===== config.mk =====
export PLATFORM = sky130hd
export DESIGN_NAME = ips_top
export DESIGN_NICKNAME = d
export VERILOG_FILES = /design/src/verilog/ips_prio_field.v /design/src/verilog/ips_top.v
export VERILOG_INCLUDE_DIRS = /design/src /design/src/common
export SDC_FILE = /design/constraint.sdc
export NUM_CORES = 1
export LEC_CHECK = 0
export ABC_AREA = 1
export BUFFER_PORTS_ARGS = -buffer_cell sky130_fd_sc_hd__buf_2
export CORE_ASPECT_RATIO = 0.5
export CORE_UTILIZATION = 60
export CTS_BUF_LIST = sky130_fd_sc_hd__clkbuf_8
export DETAILED_ROUTE_END_ITERATION = 6
export PLACE_DENSITY = 0.91
export SLEW_MARGIN = 20
export SYNTH_ARGS = -nofsm -noshare
export SYNTH_HDL_FRONTEND = slang
export SYNTH_SLANG_ARGS = --single-unit

===== constraint.sdc =====
create_clock -name aclk -period 22.2 [get_ports aclk]
set_input_delay 1.11 -clock aclk [delete_from_list [all_inputs] [get_ports aclk]]
set_output_delay 1.11 -clock aclk [all_outputs]
set_load 0.03 [all_outputs]

===== src/common/ips_map.vh =====
`ifndef IPS_MAP_VH
`define IPS_MAP_VH

// register byte offsets
`define IPS_OFF_GRP3 6'h00
`define IPS_OFF_GRP4 6'h04
`define IPS_OFF_GRP5 6'h08
`define IPS_OFF_GRP7 6'h0C
`define IPS_OFF_GRP14 6'h10
`define IPS_OFF_GRP15 6'h14
`define IPS_OFF_GRP16 6'h18
`define IPS_OFF_GRP18 6'h1C
`define IPS_OFF_STATUS 6'h20
`define IPS_OFF_PENDING 6'h24

// field positions (lsb of each field; priority fields are three bits, level four, vector seven)
`define IPS_POS_CONVERTER_DONE 4
`define IPS_POS_SERIAL_TX 0
`define IPS_POS_PIN_CHANGE 12
`define IPS_POS_TWOWIRE_MASTER 4
`define IPS_POS_TWOWIRE_SLAVE 0
`define IPS_POS_CAPTURE_CH8 12
`define IPS_POS_CAPTURE_CH7 8
`define IPS_POS_EXT_PIN1 0
`define IPS_POS_EXT_PIN2 4
`define IPS_POS_QUAD_ENCODER 8
`define IPS_POS_PWM1_ERR 4
`define IPS_POS_PWM1_FAULT 12
`define IPS_POS_SERIAL_ERR 4
`define IPS_POS_PWM2_FAULT 8
`define IPS_POS_PWM2_ERR 4
`define IPS_POS_LEVEL 8
`define IPS_POS_VECTOR 0

// reset values
`define IPS_RST_PRIO 3'h4
`define IPS_RST_PRIO_ZERO 3'h0
`define IPS_RST_LEVEL 4'h0
`define IPS_RST_VECTOR 7'h00

// pending vector codes (vector number minus eight), one per source
`define IPS_VEC_CONVERTER_DONE 7'h0D
`define IPS_VEC_SERIAL_TX 7'h0C
`define IPS_VEC_PIN_CHANGE 7'h13
`define IPS_VEC_TWOWIRE_MASTER 7'h12
`define IPS_VEC_TWOWIRE_SLAVE 7'h11
`define IPS_VEC_CAPTURE_CH8 7'h16
`define IPS_VEC_CAPTURE_CH7 7'h15
`define IPS_VEC_EXT_PIN1 7'h14
`define IPS_VEC_EXT_PIN2 7'h1D
`define IPS_VEC_QUAD_ENCODER 7'h3A
`define IPS_VEC_PWM1_ERR 7'h39
`define IPS_VEC_PWM1_FAULT 7'h3C
`define IPS_VEC_SERIAL_ERR 7'h41
`define IPS_VEC_PWM2_FAULT 7'h4A
`define IPS_VEC_PWM2_ERR 7'h49

// bus responses
`define IPS_RESP_OKAY 2'h0
`define IPS_RESP_SLVERR 2'h2

`endif


===== src/verilog/ips_prio_field.v =====
`timescale 1ns/1ps
`include "ips_map.vh"

////////////////////////////////////////////////////////////////////////////
// one three-bit priority field with its own reset value
module ips_prio_field #(
    parameter [2:0] RST_VAL = `IPS_RST_PRIO
) (
    input wire aclk,
    input wire aresetn,
    input wire wr_en,
    input wire [2:0] wr_val,
    output reg [2:0] prio_q
);

    // field register, loaded by bus write, reset to its documented value
    always @(posedge aclk) begin
        if (!aresetn) begin
            prio_q <= RST_VAL;
        end else if (wr_en) begin
            prio_q <= wr_val;
        end
    end

endmodule // ips_prio_field


===== src/verilog/ips_top.v =====
`timescale 1ns/1ps
`include "ips_map.vh"

////////////////////////////////////////////////////////////////////////////
// interrupt priority fields, arbiter and status behind an axi4-lite slave
module ips_top (
    input wire aclk,
    input wire aresetn,
    // write address channel
    input wire [5:0] s_axi_awaddr,
    input wire s_axi_awvalid,
    output reg s_axi_awready,
    // write data channel
    input wire [31:0] s_axi_wdata,
    input wire [3:0] s_axi_wstrb,
    input wire s_axi_wvalid,
    output reg s_axi_wready,
    // write response channel
    output reg [1:0] s_axi_bresp,
    output reg s_axi_bvalid,
    input wire s_axi_bready,
    // read address channel
    input wire [5:0] s_axi_araddr,
    input wire s_axi_arvalid,
    output reg s_axi_arready,
    // read data channel
    output reg [31:0] s_axi_rdata,
    output reg [1:0] s_axi_rresp,
    output reg s_axi_rvalid,
    input wire s_axi_rready,
    // per-source request flags and enables
    input wire [14:0] irq_flag,
    input wire [14:0] irq_enable,
    // arbitration result towards the cpu core
    output reg [3:0] new_cpu_level_q,
    output reg [6:0] pending_vector_code_q,
    output reg irq_request_q
);

    ////////////////////////////////////////////////////////////////////////
    // source tables

    // number of request sources; a tie goes to the lower vector code, not the
    // lower index, so new sources can go at the end of the tables
    localparam integer NSRC = 15;

    // register index (offset / 4) holding each source's field
    function integer src_reg;
        input integer i;
        begin
            case (i)
                0, 1: src_reg = `IPS_OFF_GRP3 / 4;
                2, 3, 4: src_reg = `IPS_OFF_GRP4 / 4;
                5, 6, 7: src_reg = `IPS_OFF_GRP5 / 4;
                8: src_reg = `IPS_OFF_GRP7 / 4;
                9, 10: src_reg = `IPS_OFF_GRP14 / 4;
                11: src_reg = `IPS_OFF_GRP15 / 4;
                12: src_reg = `IPS_OFF_GRP16 / 4;
                default: src_reg = `IPS_OFF_GRP18 / 4;
            endcase
        end
    endfunction

    // bit position of each source's field inside its register
    function integer src_pos;
        input integer i;
        begin
            case (i)
                0: src_pos = `IPS_POS_CONVERTER_DONE;
                1: src_pos = `IPS_POS_SERIAL_TX;
                2: src_pos = `IPS_POS_PIN_CHANGE;
                3: src_pos = `IPS_POS_TWOWIRE_MASTER;
                4: src_pos = `IPS_POS_TWOWIRE_SLAVE;
                5: src_pos = `IPS_POS_CAPTURE_CH8;
                6: src_pos = `IPS_POS_CAPTURE_CH7;
                7: src_pos = `IPS_POS_EXT_PIN1;
                8: src_pos = `IPS_POS_EXT_PIN2;
                9: src_pos = `IPS_POS_QUAD_ENCODER;
                10: src_pos = `IPS_POS_PWM1_ERR;
                11: src_pos = `IPS_POS_PWM1_FAULT;
                12: src_pos = `IPS_POS_SERIAL_ERR;
                13: src_pos = `IPS_POS_PWM2_FAULT;
                default: src_pos = `IPS_POS_PWM2_ERR;
            endcase
        end
    endfunction

    // vector code reported when a source wins
    function [6:0] src_vec;
        input integer i;
        begin
            case (i)
                0: src_vec = `IPS_VEC_CONVERTER_DONE;
                1: src_vec = `IPS_VEC_SERIAL_TX;
                2: src_vec = `IPS_VEC_PIN_CHANGE;
                3: src_vec = `IPS_VEC_TWOWIRE_MASTER;
                4: src_vec = `IPS_VEC_TWOWIRE_SLAVE;
                5: src_vec = `IPS_VEC_CAPTURE_CH8;
                6: src_vec = `IPS_VEC_CAPTURE_CH7;
                7: src_vec = `IPS_VEC_EXT_PIN1;
                8: src_vec = `IPS_VEC_EXT_PIN2;
                9: src_vec = `IPS_VEC_QUAD_ENCODER;
                10: src_vec = `IPS_VEC_PWM1_ERR;
                11: src_vec = `IPS_VEC_PWM1_FAULT;
                12: src_vec = `IPS_VEC_SERIAL_ERR;
                13: src_vec = `IPS_VEC_PWM2_FAULT;
                default: src_vec = `IPS_VEC_PWM2_ERR;
            endcase
        end
    endfunction

    // reset value: level four everywhere except the pwm2 fault field
    function [2:0] src_rst;
        input integer i;
        begin
            if (i == 13) begin
                src_rst = `IPS_RST_PRIO_ZERO;
            end else begin
                src_rst = `IPS_RST_PRIO;
            end
        end
    endfunction

    ////////////////////////////////////////////////////////////////////////
    // write path state

    reg [5:0] aw_addr_q; // held write address
    reg aw_full_q; // write address captured
    reg [31:0] w_data_q; // held write data
    reg [3:0] w_strb_q; // held byte strobes
    reg w_full_q; // write data captured
    wire wr_go; // both halves present, response slot free
    wire [3:0] wr_idx; // word index of write address
    wire wr_prio; // write targets a priority register
    wire wr_mapped; // write targets any register

    // a write is applied only once both halves are held and the previous
    // response is gone, so a stalled bready can never drop a write
    assign wr_go = aw_full_q & w_full_q & ~s_axi_bvalid;
    assign wr_idx = aw_addr_q[5:2];
    // status and pending words sit above the priority groups and are
    // never written; anything past the pending word is refused
    assign wr_prio = (aw_addr_q < `IPS_OFF_STATUS);
    assign wr_mapped = (aw_addr_q <= `IPS_OFF_PENDING);

    ////////////////////////////////////////////////////////////////////////
    // priority fields

    // one instance per source; the write enable picks register and lane
    wire [3*NSRC-1:0] prio_flat; // all fields, three bits per source

    genvar g;
    generate
        for (g = 0; g < NSRC; g = g + 1) begin : gen_field
            localparam integer RIDX = src_reg(g);
            localparam integer POS = src_pos(g);
            // byte lane holding this field; a field never straddles lanes
            localparam integer LANE = POS / 8;
            wire we;
            // only the addressed register and the lane holding the field
            assign we = wr_go & wr_prio & (wr_idx == RIDX) &
                        w_strb_q[LANE];
            ips_prio_field #(
                .RST_VAL(src_rst(g))
            ) u_field (
                .aclk(aclk),
                .aresetn(aresetn),
                .wr_en(we),
                .wr_val(w_data_q[POS+2:POS]),
                .prio_q(prio_flat[3*g+2:3*g])
            );
        end
    endgenerate

    ////////////////////////////////////////////////////////////////////////
    // arbiter

    reg [2:0] best_lvl; // highest level seen so far
    reg [6:0] best_vec; // its vector code
    reg best_found; // any eligible source
    reg [14:0] eligible; // flagged, enabled and not disabled
    reg [2:0] lvl_i; // level of the source under test
    integer i;

    // pick the highest level, lower vector on a tie
    // strict greater-than keeps the earlier winner on an equal level, and
    // the code compare then decides; the scan is purely combinational, so
    // a field written on one edge already steers the status on the next
    always @* begin
        best_lvl = 3'h0;
        best_vec = 7'h00;
        best_found = 1'b0;
        eligible = 15'h0000;
        lvl_i = 3'h0;
        for (i = 0; i < NSRC; i = i + 1) begin
            lvl_i = prio_flat[3*i +: 3];
            // a zero field never takes part
            eligible[i] = irq_flag[i] & irq_enable[i] &
                          (lvl_i != 3'h0);
            if (eligible[i]) begin
                if (!best_found || lvl_i > best_lvl ||
                    (lvl_i == best_lvl && src_vec(i) < best_vec)) begin
                    best_lvl = lvl_i;
                    best_vec = src_vec(i);
                    best_found = 1'b1;
                end
            end
        end
    end

    // status registers follow the arbiter one cycle later
    // nothing eligible parks the status at level zero and vector code
    // zero, which software reads as cpu at level zero, nothing pending
    always @(posedge aclk) begin
        if (!aresetn) begin
            new_cpu_level_q <= `IPS_RST_LEVEL;
            pending_vector_code_q <= `IPS_RST_VECTOR;
            irq_request_q <= 1'b0;
        end else if (best_found) begin
            new_cpu_level_q <= {1'b0, best_lvl};
            pending_vector_code_q <= best_vec;
            irq_request_q <= 1'b1;
        end else begin
            new_cpu_level_q <= `IPS_RST_LEVEL;
            pending_vector_code_q <= `IPS_RST_VECTOR;
            irq_request_q <= 1'b0;
        end
    end

    // eligible set, held for software inspection
    // registered on the status edge, so a read sees the set behind it
    reg [14:0] pending_q;

    always @(posedge aclk) begin
        if (!aresetn) begin
            pending_q <= 15'h0000;
        end else begin
            pending_q <= eligible;
        end
    end

    ////////////////////////////////////////////////////////////////////////
    // write channels

    // capture address and data independently, in either order
    // readies stay low from their own handshake until the response is
    // taken, which keeps at most one write inside the block
    always @(posedge aclk) begin
        if (!aresetn) begin
            aw_addr_q <= 6'h00;
            aw_full_q <= 1'b0;
            s_axi_awready <= 1'b1;
            w_data_q <= 32'h00000000;
            w_strb_q <= 4'h0;
            w_full_q <= 1'b0;
            s_axi_wready <= 1'b1;
            s_axi_bvalid <= 1'b0;
            s_axi_bresp <= `IPS_RESP_OKAY;
        end else begin
            // address handshake
            if (s_axi_awvalid && s_axi_awready) begin
                aw_addr_q <= s_axi_awaddr;
                aw_full_q <= 1'b1;
                s_axi_awready <= 1'b0;
            end
            // data handshake
            if (s_axi_wvalid && s_axi_wready) begin
                w_data_q <= s_axi_wdata;
                w_strb_q <= s_axi_wstrb;
                w_full_q <= 1'b1;
                s_axi_wready <= 1'b0;
            end
            // both present: field update happens on this same edge
            if (wr_go) begin
                s_axi_bvalid <= 1'b1;
                // read-only words accept and ignore the write
                s_axi_bresp <= wr_mapped ? `IPS_RESP_OKAY :
                                           `IPS_RESP_SLVERR;
            end
            // response taken, reopen both channels
            if (s_axi_bvalid && s_axi_bready) begin
                s_axi_bvalid <= 1'b0;
                aw_full_q <= 1'b0;
                w_full_q <= 1'b0;
                s_axi_awready <= 1'b1;
                s_axi_wready <= 1'b1;
            end
        end
    end

    ////////////////////////////////////////////////////////////////////////
    // read mux

    reg [31:0] rd_word; // word for the requested address
    reg rd_ok; // address mapped
    integer k;

    // fields placed at their positions, every other bit zero
    always @* begin
        rd_word = 32'h00000000;
        rd_ok = 1'b1;
        if (s_axi_araddr < `IPS_OFF_STATUS) begin
            for (k = 0; k < NSRC; k = k + 1) begin
                if (src_reg(k) == s_axi_araddr[5:2]) begin
                    rd_word[src_pos(k) +: 3] =
                        prio_flat[3*k +: 3];
                end
            end
        end else if (s_axi_araddr == `IPS_OFF_STATUS) begin
            rd_word[`IPS_POS_LEVEL +: 4] = new_cpu_level_q;
            rd_word[`IPS_POS_VECTOR +: 7] =
                pending_vector_code_q;
        end else if (s_axi_araddr == `IPS_OFF_PENDING) begin
            rd_word[14:0] = pending_q;
        end else begin
            rd_ok = 1'b0;
        end
    end

    ////////////////////////////////////////////////////////////////////////
    // read channels

    // one read in flight; data sampled on the address edge
    // the word is frozen in s_axi_rdata, so a field write landing while
    // the answer waits for rready does not change what software sees
    always @(posedge aclk) begin
        if (!aresetn) begin
            s_axi_arready <= 1'b1;
            s_axi_rvalid <= 1'b0;
            s_axi_rdata <= 32'h00000000;
            s_axi_rresp <= `IPS_RESP_OKAY;
        end else begin
            if (s_axi_arvalid && s_axi_arready) begin
                s_axi_arready <= 1'b0;
                s_axi_rvalid <= 1'b1;
                s_axi_rdata <= rd_word;
                s_axi_rresp <= rd_ok ? `IPS_RESP_OKAY :
                                       `IPS_RESP_SLVERR;
            end else if (s_axi_rvalid && s_axi_rready) begin
                s_axi_rvalid <= 1'b0;
                s_axi_arready <= 1'b1;
            end
        end
    end

endmodule // ips_top


==> qor.yml <==
synthesis:
  yosysSeqAreaShare_pct: 34.6
  netlist_area_um2: 6650
  ys_seq_elements: 115
  ys_top_cells_by_area: "dfxtp_1 35%, nand2_1 8.9%, o21ai_0 7.6%, ha_1 7.2%, inv_1 6.1%"
  yosysMostFrequentCell: "nand2_1"
  ys_warn_count: 0
  synth_top_family_by_area: "simple AND/OR/NAND/NOR gates"
  synth_compound_area_share_pct: 20.8
  synth_common_cells: "158 x nand2_1, 115 x dfxtp_1, 108 x inv_1"
  synthArstFlopShare_pct: 0
  synthCells: 946
  yosys.area.top_type_share_pct: 34.6
  synth_area_per_cell_um2: 7.03
  synth_mux_area_share_pct: 0
  synthXorXnorAreaFrac_pct: 0
  synth_cell_types: 37
  synth_edf_count: 0
  synth_fa_ha_area_share_pct: 7.15
  ys.flop_type: "dfxtp_1"
  yosys.area_share.simple_pct: 26.4
  synth_top_cell_by_area: "dfxtp_1"
min_path:
  hold_path_startpoint: "w_full_q"
  hold_end: "w_full_q"
  hold-path-cell-count: 2
  min_path_type: "register to register"
critical_path:
  worstReg2RegEnd: "pending_vector_code_q[4]"
  cp_max_fo: 10
  rr_startpoint: "gen_field[0].u_field.prio_q[2]"
  ff2ff_path_depth: 134
  crit_family: "simple AND/OR/NAND/NOR gates"
  path_buf_inv: 16
  rrSetupSlack_ps: 5070
  cp-end-kind: "register"
  start_kind: "input pin"
  crit_slowest_cell: "ha_1"
  arrival_ps: 17870
  slowest_delay_ps: 380
  required_ps: 22560
  crit_path_frequent_cell: "nand2_1"
  path_class: "input pin to register"
floorplan:
  die_area_um2: 11500
  start_util_pct: 63.5
  die_h_um: 76.4
  die_width_um: 151
  io-pin-count: 138
  fp-row-count: 26
  core_um2: 10500
timing:
  skew_ps: 17.5
  maxSlewViolCount: 0
  worst_pin_slew_ps: 1010
  grt_setup_unrepaired: "no"
  maxSlewHeadroom_pct: 32.5
  setup_violations: 0
  fin_hold_ws_ps: 459
  fin_ws_ps: 4680
  hold_viol: 0
  fin_crit_ps: 17520
  finalCritPeriodShare_pct: 78.9
  max_freq_mhz: 57.1
  fin_tns_setup_ps: 0
drt:
  drt.antenna.violating_nets: 0
  drc: 10
  first_iter_violations: 729
  drt-wirelength-per-cell_um: 16.2
  wirelength_mm: 19.4
  viasPerCell: 5.84
  dr.pass1.iters: 7
  vias: 6985
grt:
  grt_usage_pct: 35.2
  globalRouteOverflowTotal: 0
  grt_max_degree: 78
  antenna_found_initial: 0
  grt_pass1_wl_mm: 31.2
  grt_pass1_vias: 6256
finish:
  finalNetCount: 1166
  antenna_cells: 0
  final_layout_size_suffix_gt1_share_pct: 18.8
  area_growth_pct: 13.9
placement:
  place_ws_ps: 4770
  globalplace.congestion: 1.02
  dp.final_hpwl_mm: 14.9
  io_buffers: 95
clock_network:
  cts-root-buf: "clkbuf_8"
  clk_path_buf_depth: 2
  cts_tree: "done"
  cts-hold-fix-buffers: 0
  clk_pin_slew_ps: 80
  htree_levels: 4
  clock-sinks: 115
  postCtsSetupBuffers: 0
  cts_inserted_buffers: 17
  worstSkewPairLatency_ps: 440
  cts_resized: 0
job:
  cap_violations: 0
power:
  p_per_area_nw_per_um2: 77.9
  leakage_nw: 3.65
  peakVddDrop_mv: 0.0414
  report.power.total_w: 0.000590
status:
  status: "finished with violations"
  violations: "DRC"
## kinds of logic (layout without fill, tap and decap cells)
group,count (synthesis),after routing
flip-flops,115,115
other,1,20
AND/OR/NAND/NOR,378,378
buffers and inverters,173,264
adder cells (fa/ha/maj),38,38
AO/OA/AOI/OAI,241,241
## layer usage
layer | global-route usage [%] | vias to the layer above | wire length, um | part of all wire (%)
met5 | 0 | - | 0 | 0
met2 | 52.8 | 442 | 8290 | 43
met1 | 49.8 | 3157 | 8330 | 43
met3 | 9.94 | 38 | 2550 | 13
li1 | - | 3348 | - | -
met4 | 8.00 | 0 | 247 | 1.3
## power by group
| part | internal (W) | leakage, nW | switching (W) |
|---|---|---|---|
| sequential | 0.000219 | 0.941 | 0.0000101 |
| combinational | 0.0000508 | 2.51 | 0.000106 |
| clock | 0.000113 | 0.204 | 0.0000908 |
## sequential cells by signal, summed over array words and instances (netlist names)
| name | cells |
|---|---|
| s_axi_wready | 1 |
| new_cpu_level_q | 3 |
| w_data_q | 12 |
| irq_request_q | 1 |
| s_axi_awready | 1 |
| s_axi_rvalid | 1 |
| w_full_q | 1 |
| pending_q | 15 |
| s_axi_bvalid | 1 |
| aw_full_q | 1 |
| gen_field.u_field.prio_q | 45 |
| s_axi_bresp | 1 |
| s_axi_rdata | 15 |
| aw_addr_q | 6 |
| w_strb_q | 2 |
| s_axi_rresp | 1 |
| pending_vector_code_q | 7 |
| s_axi_arready | 1 |
## layout make-up
type | count | area (um^2)
clock buffers | 18 | 248
repair buffers | 96 | 483
multi-input cells | 677 | 3690
clock inverters | 14 | 164
well taps | 140 | 175
flip-flops and latches | 115 | 2300
fillers | 852 | 2900
inverters | 136 | 515
## through the flow
| stage | instances | cell area [um^2] | util (%) |
|---|---|---|---|
| after floorplan | 965 | 6720 | - |
| after global placement | 1164 | 7160 | 68.4 |
| after global routing | 1196 | 7580 | 72.3 |
| after CTS | 1196 | 7580 | 72.3 |
| after detailed placement | 1164 | 7160 | 68.4 |
| final | 1196 | 7580 | 72.3 |
## worst reg2reg max path: cells and delay by family, from the launching register on
| family | cells | cell delay (ps) |
|---|---|---|
| buf+inv | 14 | 970 |
| fa+ha+maj | 14 | 4360 |
| simple gates | 79 | 7070 |
| flops | 1 | 400 |
| compound gates | 27 | 4250 |
## worst max-delay path by stage
stage	depth (start not counted)	slack [ps]	startpoint	end
after floorplan	135	7070	irq_flag[0]	pending_vector_code_q[4]
after global placement	134	5320	irq_flag[0]	pending_vector_code_q[4]
after detailed placement	134	4770	irq_flag[0]	pending_vector_code_q[4]
after CTS	134	5050	irq_flag[0]	pending_vector_code_q[4]
after global routing	135	3010	irq_enable[0]	pending_vector_code_q[4]
final	135	4680	irq_flag[0]	pending_vector_code_q[4]
## cell usage in the layout, fill, tap and decap left out, types with 12 or more instances in the layout
master / instances
conb_1: 20
nor2_1: 86
clkbuf_8: 18
o211ai_1: 16
nand2_2: 27
dfxtp_1: 115
buf_2: 95
a21oi_1: 78
ha_1: 38
nand2_4: 12
o21ai_0: 101
inv_1: 110
nand4_1: 20
nand3_1: 60
inv_2: 23
nand2_1: 158
Power figures use the tool's default switching activity.
